===== src/logic/tapr_map.vh =====
// Register map, field positions, reset values and timing counts
`ifndef TAPR_MAP_VH
`define TAPR_MAP_VH

// ****************************************************************
// Register byte offsets
// ****************************************************************
`define TAPR_OFS_CONFIG 8'h00
`define TAPR_OFS_ACTIVE 8'h04
`define TAPR_OFS_STATUS 8'h08
`define TAPR_OFS_CLEAR 8'h0c
`define TAPR_OFS_ENABLE 8'h10
`define TAPR_OFS_LCV_COUNT 8'h14
`define TAPR_OFS_EXZ_COUNT 8'h18
`define TAPR_OFS_CAPTURE 8'h1c
`define TAPR_OFS_COMMAND 8'h20

// ****************************************************************
// Configuration fields
// ****************************************************************
`define TAPR_CFG_ADD_EN 0
`define TAPR_CFG_MODE_LO 1
`define TAPR_CFG_MODE_HI 3
`define TAPR_CFG_LCV_FALL 4
`define TAPR_CFG_COUNT_EXZ 5
`define TAPR_CFG_W 6
`define TAPR_CFG_RESET 6'h00

// ****************************************************************
// Channel operating modes
// ****************************************************************
`define TAPR_MODE_STS1 3'h0
`define TAPR_MODE_SINGLE 3'h1
`define TAPR_MODE_DUAL 3'h2
`define TAPR_MODE_HDLC 3'h3
`define TAPR_MODE_ATM 3'h4

// ****************************************************************
// Status and interrupt bits
// ****************************************************************
`define TAPR_ST_AIS_P 0
`define TAPR_ST_LCV 1
`define TAPR_ST_EXZ 2
`define TAPR_ST_HDLC_BYTE 3
`define TAPR_ST_W 4
`define TAPR_ST_RESET 4'h0

// ****************************************************************
// Constants and timing
// ****************************************************************
`define TAPR_FLAG_OCTET 8'h7e
`define TAPR_CMD_CELL_SENT 0
`define TAPR_SYS_PERIOD_NS 8
`define TAPR_HDLC_PERIOD_NS 64
`define TAPR_HDLC_HALF_CYC ((`TAPR_HDLC_PERIOD_NS / `TAPR_SYS_PERIOD_NS) / 2)
`define TAPR_DIV_W 4
`define TAPR_CNT_W 16
`define TAPR_SYNC_W 12

`endif


===== src/logic/tapr_clkdiv.v =====
// Divider that makes the byte-rate transmit clock and its edge pulses
`include "tapr_map.vh"
`default_nettype none

module tapr_clkdiv (
    input wire clk,
    input wire nrst,
    output reg clk_level,
    output reg rise,
    output reg fall
);

    localparam integer HALF_INT = `TAPR_HDLC_HALF_CYC - 1;
    localparam [`TAPR_DIV_W-1:0] HALF_LAST = HALF_INT[`TAPR_DIV_W-1:0];

    reg [`TAPR_DIV_W-1:0] count;

    // ****************************************************************
    // Free-running half-period counter
    // ****************************************************************
    always @(posedge clk)
    begin
        if (!nrst)
        begin
            count <= {`TAPR_DIV_W{1'b0}};
            clk_level <= 1'b0;
            rise <= 1'b0;
            fall <= 1'b0;
        end
        else if (count == HALF_LAST)
        begin
            count <= {`TAPR_DIV_W{1'b0}};
            clk_level <= ~clk_level;
            rise <= ~clk_level;
            fall <= clk_level;
        end
        else
        begin
            count <= count + 1'b1;
            rise <= 1'b0;
            fall <= 1'b0;
        end
    end

endmodule

`default_nettype wire


===== src/logic/tapr_sync.v =====
// Two-stage synchroniser for a group of asynchronous pins
`default_nettype none

module tapr_sync #(
    parameter WIDTH = 1
) (
    input wire clk,
    input wire nrst,
    input wire [WIDTH-1:0] async_in,
    output wire [WIDTH-1:0] sync_out
);

    // ****************************************************************
    // One pair of flops per bit
    // ****************************************************************
    genvar i;
    generate
        for (i = 0; i < WIDTH; i = i + 1)
        begin : g_bit
            reg stage1;
            reg stage2;
            always @(posedge clk)
            begin
                if (!nrst)
                begin
                    stage1 <= 1'b0;
                    stage2 <= 1'b0;
                end
                else
                begin
                    stage1 <= async_in[i];
                    stage2 <= stage1;
                end
            end
            assign sync_out[i] = stage2;
        end
    endgenerate

endmodule

`default_nettype wire


===== src/logic/tapr_top.v =====
// Shared add-bus pin role steering with APB registers
//
// The implementer's own choices: register access over APB and the register addresses.
`include "tapr_map.vh"
`default_nettype none

module tapr_top (
    input wire SYS_CLK,
    input wire NRST,
    input wire PSEL,
    input wire PENABLE,
    input wire PWRITE,
    input wire [7:0] PADDR,
    input wire [31:0] PWDATA,
    output reg [31:0] PRDATA,
    output reg PREADY,
    output reg PSLVERR,
    input wire ADD_BUS_CHANNEL_CLOCK,
    input wire ALARM_SHARED_PIN,
    input wire RECEIVE_LINE_CLOCK,
    input wire HDLC_SEND_MESSAGE_CMD,
    input wire [7:0] SHARED_DATA_IN,
    output reg [7:0] SHARED_DATA_OUT,
    output reg [7:0] SHARED_DATA_OE,
    output reg HDLC_TX_CLOCK_OUT,
    output reg [7:0] PAYLOAD_BYTE,
    output reg PAYLOAD_STROBE,
    output reg PAYLOAD_ALARM,
    output reg NEG_RAIL_DATA,
    output reg NEG_RAIL_STROBE,
    output reg IRQ
);

    // ****************************************************************
    // Declarations
    // ****************************************************************
    wire [`TAPR_SYNC_W-1:0] sync_pins;
    wire add_clk_s;
    wire alarm_s;
    wire line_clk_s;
    wire send_msg_s;
    wire [7:0] data_s;
    wire div_level;
    wire div_rise;
    wire div_fall;
    reg add_clk_d;
    reg line_clk_d;
    reg hdlc_rise;
    reg hdlc_fall;
    reg [`TAPR_CFG_W-1:0] cfg;
    reg act_add_en;
    reg [2:0] act_mode;
    reg [`TAPR_ST_W-1:0] status;
    reg [`TAPR_ST_W-1:0] enable;
    reg [`TAPR_CNT_W-1:0] lcv_count;
    reg [`TAPR_CNT_W-1:0] exz_count;
    reg [7:0] neg_shift;
    reg [3:0] gfc_nibble;
    reg [3:0] gfc_shift;
    reg [1:0] gfc_pos;
    reg cell_pend;
    reg cell_flag;
    reg [`TAPR_ST_W-1:0] st_set;
    reg [`TAPR_ST_W-1:0] st_clr;
    reg [31:0] next_prdata;
    reg next_pslverr;
    wire add_fall;
    wire line_edge;
    wire role_add;
    wire role_hdlc;
    wire role_atm;
    wire role_single;
    wire role_dual;
    wire apb_done;
    wire wr_en;

    // ****************************************************************
    // Pin synchronisers and divider
    // ****************************************************************
    tapr_sync #(
        .WIDTH(`TAPR_SYNC_W)
    ) u_sync (
        .clk(SYS_CLK),
        .nrst(NRST),
        .async_in({ADD_BUS_CHANNEL_CLOCK, ALARM_SHARED_PIN,
            RECEIVE_LINE_CLOCK, HDLC_SEND_MESSAGE_CMD, SHARED_DATA_IN}),
        .sync_out(sync_pins)
    );

    tapr_clkdiv u_div (
        .clk(SYS_CLK),
        .nrst(NRST),
        .clk_level(div_level),
        .rise(div_rise),
        .fall(div_fall)
    );

    assign add_clk_s = sync_pins[11];
    assign alarm_s = sync_pins[10];
    assign line_clk_s = sync_pins[9];
    assign send_msg_s = sync_pins[8];
    assign data_s = sync_pins[7:0];

    // Clock and data share the same sync delay, so their timing holds
    assign add_fall = add_clk_d & ~add_clk_s;
    assign line_edge = cfg[`TAPR_CFG_LCV_FALL] ?
        (line_clk_d & ~line_clk_s) : (~line_clk_d & line_clk_s);

    // ****************************************************************
    // Role decode
    // ****************************************************************
    assign role_add = act_add_en;
    assign role_hdlc = ~act_add_en && act_mode == `TAPR_MODE_HDLC;
    assign role_atm = ~act_add_en && act_mode == `TAPR_MODE_ATM;
    assign role_single = ~act_add_en && act_mode == `TAPR_MODE_SINGLE;
    assign role_dual = ~act_add_en && act_mode == `TAPR_MODE_DUAL;

    // ****************************************************************
    // Edge history and transmit clock pin
    // ****************************************************************
    always @(posedge SYS_CLK)
    begin
        if (!NRST)
        begin
            add_clk_d <= 1'b0;
            line_clk_d <= 1'b0;
            hdlc_rise <= 1'b0;
            hdlc_fall <= 1'b0;
            HDLC_TX_CLOCK_OUT <= 1'b0;
        end
        else
        begin
            add_clk_d <= add_clk_s;
            line_clk_d <= line_clk_s;
            // Pulses delayed so they line up with the pin edge
            hdlc_rise <= div_rise;
            hdlc_fall <= div_fall;
            // Clock only leaves the chip in HDLC or cell roles
            HDLC_TX_CLOCK_OUT <= (role_hdlc | role_atm) & div_level;
        end
    end

    // ****************************************************************
    // Active role, swapped only at a byte boundary
    // ****************************************************************
    // The transmit clock falling edge sits mid-byte for no role but the add bus,
    // whose latch cycle (add_fall) is skipped, so a change never splits a byte being latched.
    always @(posedge SYS_CLK)
    begin
        if (!NRST)
        begin
            act_add_en <= 1'b0;
            act_mode <= `TAPR_MODE_STS1;
        end
        else if (hdlc_fall && !add_fall)
        begin
            act_add_en <= cfg[`TAPR_CFG_ADD_EN];
            act_mode <= cfg[`TAPR_CFG_MODE_HI:`TAPR_CFG_MODE_LO];
        end
    end

    // ****************************************************************
    // Payload path: add bus or HDLC input
    // ****************************************************************
    always @(posedge SYS_CLK)
    begin
        if (!NRST)
        begin
            PAYLOAD_BYTE <= 8'h00;
            PAYLOAD_STROBE <= 1'b0;
            PAYLOAD_ALARM <= 1'b0;
        end
        else if (role_add && add_fall)
        begin
            PAYLOAD_BYTE <= data_s;
            PAYLOAD_STROBE <= 1'b1;
            PAYLOAD_ALARM <= alarm_s;
        end
        else if (role_hdlc && hdlc_rise)
        begin
            // Without send-message the line idles on flag octets
            PAYLOAD_BYTE <= send_msg_s ? data_s :
                `TAPR_FLAG_OCTET;
            PAYLOAD_STROBE <= 1'b1;
            PAYLOAD_ALARM <= 1'b0;
        end
        else
        begin
            PAYLOAD_STROBE <= 1'b0;
            PAYLOAD_ALARM <= 1'b0;
        end
    end

    // ****************************************************************
    // Receive line roles of the alarm pin
    // ****************************************************************
    // In STS-1 mode the pin is grounded on the board and ignored here.
    always @(posedge SYS_CLK)
    begin
        if (!NRST)
        begin
            lcv_count <= {`TAPR_CNT_W{1'b0}};
            exz_count <= {`TAPR_CNT_W{1'b0}};
            neg_shift <= 8'h00;
            NEG_RAIL_DATA <= 1'b0;
            NEG_RAIL_STROBE <= 1'b0;
        end
        else
        begin
            NEG_RAIL_STROBE <= 1'b0;
            if (role_single && line_edge && alarm_s)
            begin
                if (cfg[`TAPR_CFG_COUNT_EXZ])
                    exz_count <= exz_count + 1'b1;
                else
                    lcv_count <= lcv_count + 1'b1;
            end
            if (role_dual && line_edge)
            begin
                NEG_RAIL_DATA <= alarm_s;
                NEG_RAIL_STROBE <= 1'b1;
                neg_shift <= {neg_shift[6:0], alarm_s};
            end
        end
    end

    // ****************************************************************
    // Cell interface roles
    // ****************************************************************
    always @(posedge SYS_CLK)
    begin
        if (!NRST)
        begin
            gfc_pos <= 2'h0;
            gfc_shift <= 4'h0;
            gfc_nibble <= 4'h0;
            cell_pend <= 1'b0;
            cell_flag <= 1'b0;
            SHARED_DATA_OUT <= 8'h00;
            SHARED_DATA_OE <= 8'h00;
        end
        else
        begin
            if (role_atm && hdlc_rise)
            begin
                gfc_pos <= gfc_pos + 1'b1;
                gfc_shift <= {gfc_shift[2:0], data_s[1]};
                if (gfc_pos == 2'h3)
                    gfc_nibble <= {gfc_shift[2:0], data_s[1]};
                cell_flag <= cell_pend;
            end
            else if (!role_atm)
            begin
                gfc_pos <= 2'h0;
                cell_flag <= 1'b0;
            end
            // Request waits for the next clock so the flag spans a period
            if (wr_en && PADDR == `TAPR_OFS_COMMAND)
                cell_pend <= PWDATA[`TAPR_CMD_CELL_SENT];
            else if (role_atm && hdlc_rise)
                cell_pend <= 1'b0;
            SHARED_DATA_OUT <= {5'h00, cell_flag, 1'b0,
                role_atm && gfc_pos == 2'h0};
            SHARED_DATA_OE <= role_atm ? 8'h05 : 8'h00;
        end
    end

    // ****************************************************************
    // Events, status, interrupt
    // ****************************************************************
    always @*
    begin
        st_set = {`TAPR_ST_W{1'b0}};
        st_set[`TAPR_ST_AIS_P] = role_add & add_fall & alarm_s;
        st_set[`TAPR_ST_LCV] = role_single & line_edge & alarm_s &
            ~cfg[`TAPR_CFG_COUNT_EXZ];
        st_set[`TAPR_ST_EXZ] = role_single & line_edge & alarm_s &
            cfg[`TAPR_CFG_COUNT_EXZ];
        st_set[`TAPR_ST_HDLC_BYTE] = role_hdlc & hdlc_rise & send_msg_s;
        st_clr = {`TAPR_ST_W{1'b0}};
        if (wr_en && PADDR == `TAPR_OFS_CLEAR)
            st_clr = PWDATA[`TAPR_ST_W-1:0];
    end

    always @(posedge SYS_CLK)
    begin
        if (!NRST)
        begin
            status <= `TAPR_ST_RESET;
            IRQ <= 1'b0;
        end
        else
        begin
            // A new event outranks a clear in the same cycle
            status <= (status & ~st_clr) | st_set;
            IRQ <= |(((status & ~st_clr) | st_set) & enable);
        end
    end

    // ****************************************************************
    // APB slave
    // ****************************************************************
    // One wait state: PREADY rises on the second access cycle.
    assign apb_done = PSEL & PENABLE & PREADY;
    assign wr_en = apb_done & PWRITE;

    always @*
    begin
        next_prdata = 32'h00000000;
        next_pslverr = 1'b0;
        case (PADDR)
            `TAPR_OFS_CONFIG:
                next_prdata = {26'h0000000, cfg};
            `TAPR_OFS_ACTIVE:
                next_prdata = {28'h0000000, act_mode, act_add_en};
            `TAPR_OFS_STATUS:
                next_prdata = {28'h0000000, status};
            `TAPR_OFS_CLEAR:
                next_prdata = 32'h00000000;
            `TAPR_OFS_ENABLE:
                next_prdata = {28'h0000000, enable};
            `TAPR_OFS_LCV_COUNT:
                next_prdata = {16'h0000, lcv_count};
            `TAPR_OFS_EXZ_COUNT:
                next_prdata = {16'h0000, exz_count};
            `TAPR_OFS_CAPTURE:
                next_prdata = {12'h000, gfc_nibble, neg_shift, PAYLOAD_BYTE};
            `TAPR_OFS_COMMAND:
                next_prdata = {31'h00000000, cell_pend};
            default:
                next_pslverr = 1'b1;
        endcase
    end

    always @(posedge SYS_CLK)
    begin
        if (!NRST)
        begin
            PREADY <= 1'b0;
            PRDATA <= 32'h00000000;
            PSLVERR <= 1'b0;
            cfg <= `TAPR_CFG_RESET;
            enable <= `TAPR_ST_RESET;
        end
        else
        begin
            PREADY <= PSEL & PENABLE & ~PREADY;
            if (PSEL && PENABLE && !PREADY)
            begin
                PRDATA <= PWRITE ? 32'h00000000 : next_prdata;
                PSLVERR <= next_pslverr;
            end
            else
            begin
                PRDATA <= 32'h00000000;
                PSLVERR <= 1'b0;
            end
            if (wr_en && PADDR == `TAPR_OFS_CONFIG)
                cfg <= PWDATA[`TAPR_CFG_W-1:0];
            if (wr_en && PADDR == `TAPR_OFS_ENABLE)
                enable <= PWDATA[`TAPR_ST_W-1:0];
        end
    end

endmodule

`default_nettype wire


===== config.mk =====
export PLATFORM = sky130hd
export DESIGN_NAME = tapr_top
export DESIGN_NICKNAME = d
export VERILOG_FILES = /design/src/logic/tapr_clkdiv.v /design/src/logic/tapr_sync.v /design/src/logic/tapr_top.v
export VERILOG_INCLUDE_DIRS = /design/src /design/src/logic
export SDC_FILE = /design/constraint.sdc
export NUM_CORES = 1
export LEC_CHECK = 0
export ABC_AREA = 0
export BUFFER_PORTS_ARGS = -buffer_cell sky130_fd_sc_hd__buf_4
export CORE_MARGIN = 1
export CORE_UTILIZATION = 50
export CTS_CLUSTER_DIAMETER = 200
export DETAILED_ROUTE_END_ITERATION = 10
export GPL_ROUTABILITY_DRIVEN = 0
export GPL_TIMING_DRIVEN = 0
export PLACE_DENSITY = 0.74
export SYNTH_ARGS = -nofsm -noshare
export SYNTH_HDL_FRONTEND = slang
export SYNTH_SLANG_ARGS = --single-unit

===== constraint.sdc =====
create_clock -name SYS_CLK -period 5.8 [get_ports SYS_CLK]
set_input_delay 0.58 -clock SYS_CLK [delete_from_list [all_inputs] [get_ports SYS_CLK]]
set_output_delay 0.58 -clock SYS_CLK [all_outputs]
set_load 0.01 [all_outputs]

==> results by stage <==
STA:
- For the pin with the worst max-slew slack, the measured transition is 1086 ps.
- The headroom to the max-slew limit is 26.55%.
- On the final layout, the worst clock skew is 7.657 ps.
- In the post-route analysis, the smallest setup slack over all paths is 3346 ps.
- The number of hold-slack violations in the final timing report is 0.
- The maximum clock frequency is 407.5 MHz.
- Setup violations remaining at the end of the flow were counted as 0.
- The number of max-slew violations in the final report was 0.
- The routed design could run at a clock period as short as 2454 ps.
- The total negative slack for setup checks is 0 ps.
- The share of the clock period used by the worst path is 42.31%.
- Setup repair after global routing left no endpoint under its margin.

Critical path:
- The kind of cell with the highest combined delay on the critical path is simple AND/OR/NAND/NOR gates.
- The type of the worst setup path is input port to flip-flop.
- The critical path starts at PADDR[5].
- Data arrives at the worst endpoint at 2770 ps.
- For this run, the slowest stage of the critical path takes 640 ps.
- The maximum fanout count along the critical path is 10.
- STA puts the critical path data required time at 6120 ps.
- The slack of the worst reg-to-reg path is 3450 ps.
- The number of cells on the worst reg-to-reg path is 5.
- The endpoint identified for the worst register-to-register timing path is exz_count[15].
- The critical path goes through buf_4 > or4b_1 > clkbuf_1 > nor2_1 > buf_2 > a22oi_1 > a21oi_1.
- Following the worst setup path forward leads to its endpoint at PRDATA[4].
- Counting buffers and inverters, the worst setup path is 7 cells deep.
- The critical path buffer and inverter count is 3.
- In this run the critical register-to-register path is launched from act_mode[0].
- The endpoint kind of the worst setup timing path is a flip-flop.
- The worst setup path is launched from an input port.
- The slowest cell on the critical path is sky130_fd_sc_hd__nor2_1.

Status:
- The run finished with clean final reports.

Layout:
- In the final layout, the multi-input gates occupy 2564 um2.
- Leaving out fill and tap cells, the most frequent cells in the layout are sky130_fd_sc_hd__dfxtp_1 (142), sky130_fd_sc_hd__buf_4 (95), sky130_fd_sc_hd__nor2_1 (77).
- The final layout contains 766 nets.
- The synthesis-to-layout area growth is 24.41%.
- The count of inserted antenna diode cells is 0.
- The leading cell type in the layout, fill and taps excluded is sky130_fd_sc_hd__dfxtp_1.
- Across the whole layout, storage elements account for 2843 um2.
- The number of inserted filler cells in the final layout is 899.
- Cells with a size suffix above 1 make up 20.92% of the layout.

Die:
- The initial utilization of the core area, before any placement, comes to 51.69%.
- From bottom edge to top edge, the die measures 108.3 um.
- The number of cell rows is 38.
- The number of top-level design ports is 121.
- The core box area is 10,940 um2.
- The die is 108.3 um wide.
- The overall die area is 11,740 um2.

Global route:
- The total global-route track usage is 25.27%.
- The number of global-route vias before repair is 4,501.
- The number of antenna violations at the first check in global routing came to 0.
- The first-pass GRT wire length is 22,290 um.
- The total overflow left after global routing is 0.
- The largest net degree at the start of global routing is 17.

CTS:
- After clock tree synthesis, the clock-pin slew on the worst setup and hold paths is 60 ps.
- The number of clock buffers inserted by TritonCTS is 17.
- The number of hold buffers added after CTS is 0.
- The total number of H-tree levels is 4.
- The total setup buffers inserted after CTS is 0.
- The count of clock tree sinks is 142.
- TritonCTS built the clock tree.
- In this run the deepest clock path goes through 2 buffers.
- The clock tree root driver cell is sky130_fd_sc_hd__clkbuf_16.
- In this run, post-CTS repair resized a total of 0 instances.
- The clock latency at the later pin of the worst-skew pair is 420 ps.

Min path:
- The type of the most critical hold path is input port to flip-flop.

Route:
- The routed layout has 4,764 vias.
- After detailed routing, the number of remaining DRC violations is 0.
- For this block, the initial DRC count from the detailed router was 419.
- In the routed layout, each cell is associated on average with a via count of 5.559.
- Once detail routing completed, the nets flagged for antenna violations numbered 0.
- The total wire length is 13,940 um.
- The pre-antenna-repair detailed-routing pass consisted of 6 iterations.
- The detailed-route wire length per cell is 16.27 um.

Yosys:
- The netlist area before placement is 5653 um2.
- The synthesized netlist cell count is 592.
- Dividing the synthesized area by the synthesized cell count gives 9.549 um2.
- The Yosys warning count is 0.
- The number of register bits inferred by synthesis is 142.
- Summing the sequential cell areas from Yosys gives 50.29% of the chip area.
- The fraction of registers with async set/reset is 0%.
- Yosys mapped a number of flops with a built-in enable equal to 0.
- The count of cell types in the netlist is 55.
- The primary flip-flop cell chosen by synthesis mapping is sky130_fd_sc_hd__dfxtp_1.

Job:
- The tool flagged a number of max-cap violations equal to 0.

Placement:
- At the placement stage, the worst setup path has a slack of 3002 ps.
- Summed over all nets, the half-perimeter wirelength after detailed placement is 10,000 um.
- The number of port buffers is 70.

Power:
- The power density over the cells is 304.7 nW/um2.
- The leakage power is 2.875 nW.
- The maximum vdd ir drop is 0.1918 mV.
sequential cells by signal (all words and copies together), names as in the netlist, 4 cells and up:
name                 flops
exz_count               16
u_div.count              4
enable                   4
u_sync.g_bit.stage2     12
lcv_count               16
PRDATA                  20
neg_shift                8
status                   4
cfg                      6
u_sync.g_bit.stage1     12
PAYLOAD_BYTE             8
gfc_nibble               4
layer usage:
metal  part of all wire, %  GRT usage [%]  up-vias
li1                      -              -     2267
met1                    42          31.25     2232
met2                    48          41.63      231
met3                   7.9          6.811       34
met4                   2.1          10.42        0
met5                     0              0        -
worst register-to-register path: stages (launching register included):
cell                        delay (ps)
sky130_fd_sc_hd__dfxtp_1           500
sky130_fd_sc_hd__or3b_4            480
sky130_fd_sc_hd__a2111oi_4         540
sky130_fd_sc_hd__nand4_2           220
sky130_fd_sc_hd__or3_1             370
sky130_fd_sc_hd__a21oi_1           160
where the power goes:
group,switching (mW),internal (mW)
combinational,0.0429,0.0363
sequential,0.00546,0.987
clock,0.413,0.658
total,0.462,1.68
worst min-delay path by stage:
stage	from	to	slack (ps)	depth (start not counted)
after floorplan	u_div.fall	hdlc_fall	410	1
after global placement	u_div.rise	hdlc_rise	420	1
after detailed placement	u_sync.g_bit[7].stage1	u_sync.g_bit[7].stage2	420	1
after CTS	SHARED_DATA_IN[5]	u_sync.g_bit[5].stage1	360	2
after global routing	SHARED_DATA_IN[4]	u_sync.g_bit[4].stage1	360	2
final	SHARED_DATA_IN[5]	u_sync.g_bit[5].stage1	360	2
final cells by class:
| class | instances | area share (%) |
|---|---|---|
| Multi-Input combinational cell | 411 | 36.45 |
| Tap cell | 140 | 2.491 |
| Timing Repair Buffer | 70 | 7.472 |
| Clock buffer | 20 | 6.494 |
| Buffer | 53 | 4.252 |
| Sequential cell | 142 | 40.42 |
| Clock inverter | 12 | 1.939 |
| Inverter | 9 | 0.4803 |
cells in the mapped netlist, types with 2 or more instances:
| library cell | count | share of area [%] |
|---|---|---|
| sky130_fd_sc_hd__dfxtp_1 | 142 | 50 |
| sky130_fd_sc_hd__nor2_1 | 77 | 5.1 |
| sky130_fd_sc_hd__nand3_1 | 33 | 2.9 |
| sky130_fd_sc_hd__inv_1 | 8 | 0.53 |
| sky130_fd_sc_hd__xnor2_1 | 7 | 1.1 |
| sky130_fd_sc_hd__nand4_1 | 16 | 1.8 |
| sky130_fd_sc_hd__a31oi_1 | 4 | 0.44 |
| sky130_fd_sc_hd__nand3b_1 | 4 | 0.53 |
| sky130_fd_sc_hd__a2111oi_2 | 2 | 0.53 |
| sky130_fd_sc_hd__ha_1 | 5 | 1.1 |
| sky130_fd_sc_hd__or3b_4 | 2 | 0.40 |
| sky130_fd_sc_hd__nor4_1 | 2 | 0.22 |
| sky130_fd_sc_hd__or3_1 | 4 | 0.44 |
| sky130_fd_sc_hd__o221a_2 | 6 | 1.2 |
| sky130_fd_sc_hd__a21oi_1 | 27 | 2.4 |
| sky130_fd_sc_hd__a22oi_1 | 15 | 2.0 |
| sky130_fd_sc_hd__nand2_1 | 30 | 2.0 |
| sky130_fd_sc_hd__nor3b_1 | 4 | 0.53 |
| sky130_fd_sc_hd__or4_1 | 4 | 0.53 |
| sky130_fd_sc_hd__o21ai_0 | 5 | 0.44 |
| sky130_fd_sc_hd__clkbuf_1 | 22 | 1.5 |
| sky130_fd_sc_hd__mux2i_1 | 21 | 3.7 |
| sky130_fd_sc_hd__and3_1 | 9 | 1.0 |
| sky130_fd_sc_hd__buf_4 | 25 | 3.3 |
| sky130_fd_sc_hd__and2_1 | 36 | 4.0 |
| sky130_fd_sc_hd__and4_1 | 3 | 0.46 |
| sky130_fd_sc_hd__a41oi_1 | 2 | 0.31 |
| sky130_fd_sc_hd__nor2b_1 | 3 | 0.33 |
| sky130_fd_sc_hd__buf_2 | 5 | 0.44 |
| sky130_fd_sc_hd__xor2_1 | 21 | 3.3 |
| sky130_fd_sc_hd__nand2b_1 | 5 | 0.55 |
| sky130_fd_sc_hd__o21a_1 | 2 | 0.27 |
| sky130_fd_sc_hd__a222oi_1 | 13 | 2.3 |
| sky130_fd_sc_hd__nor3_1 | 7 | 0.62 |
per-stage QoR:
| step | instances | hold slack (ps) | power [mW] | utilization [%] | instance area [um2] |
|---|---|---|---|---|---|
| finish | 857 | 363.2 | 2.143 | 64.31 | 7033 |
| global route | 857 | 355.7 | 2.209 | 64.31 | 7033 |
| CTS | 857 | 357.8 | 2.151 | 64.31 | 7033 |
| detailed placement | 825 | 418.5 | 1.092 | 58.89 | 6440 |
| global placement | 825 | 415.3 | 1.089 | 58.89 | 6440 |
| floorplan | 615 | 411.9 | 1.058 | - | 5739 |
cell families (layout without fill, tap and decap cells):
family,count (synthesis),count (layout),synth area share [%]
xor+xnor,28,28,4.338
compound gates,81,81,10.96
buf+inv,62,164,5.887
flops,142,142,50.29
mux,21,21,3.718
fa+ha+maj,5,5,1.107
other cells,1,24,0.06634
simple gates,252,252,23.64
(Power assumes the default switching activity.)
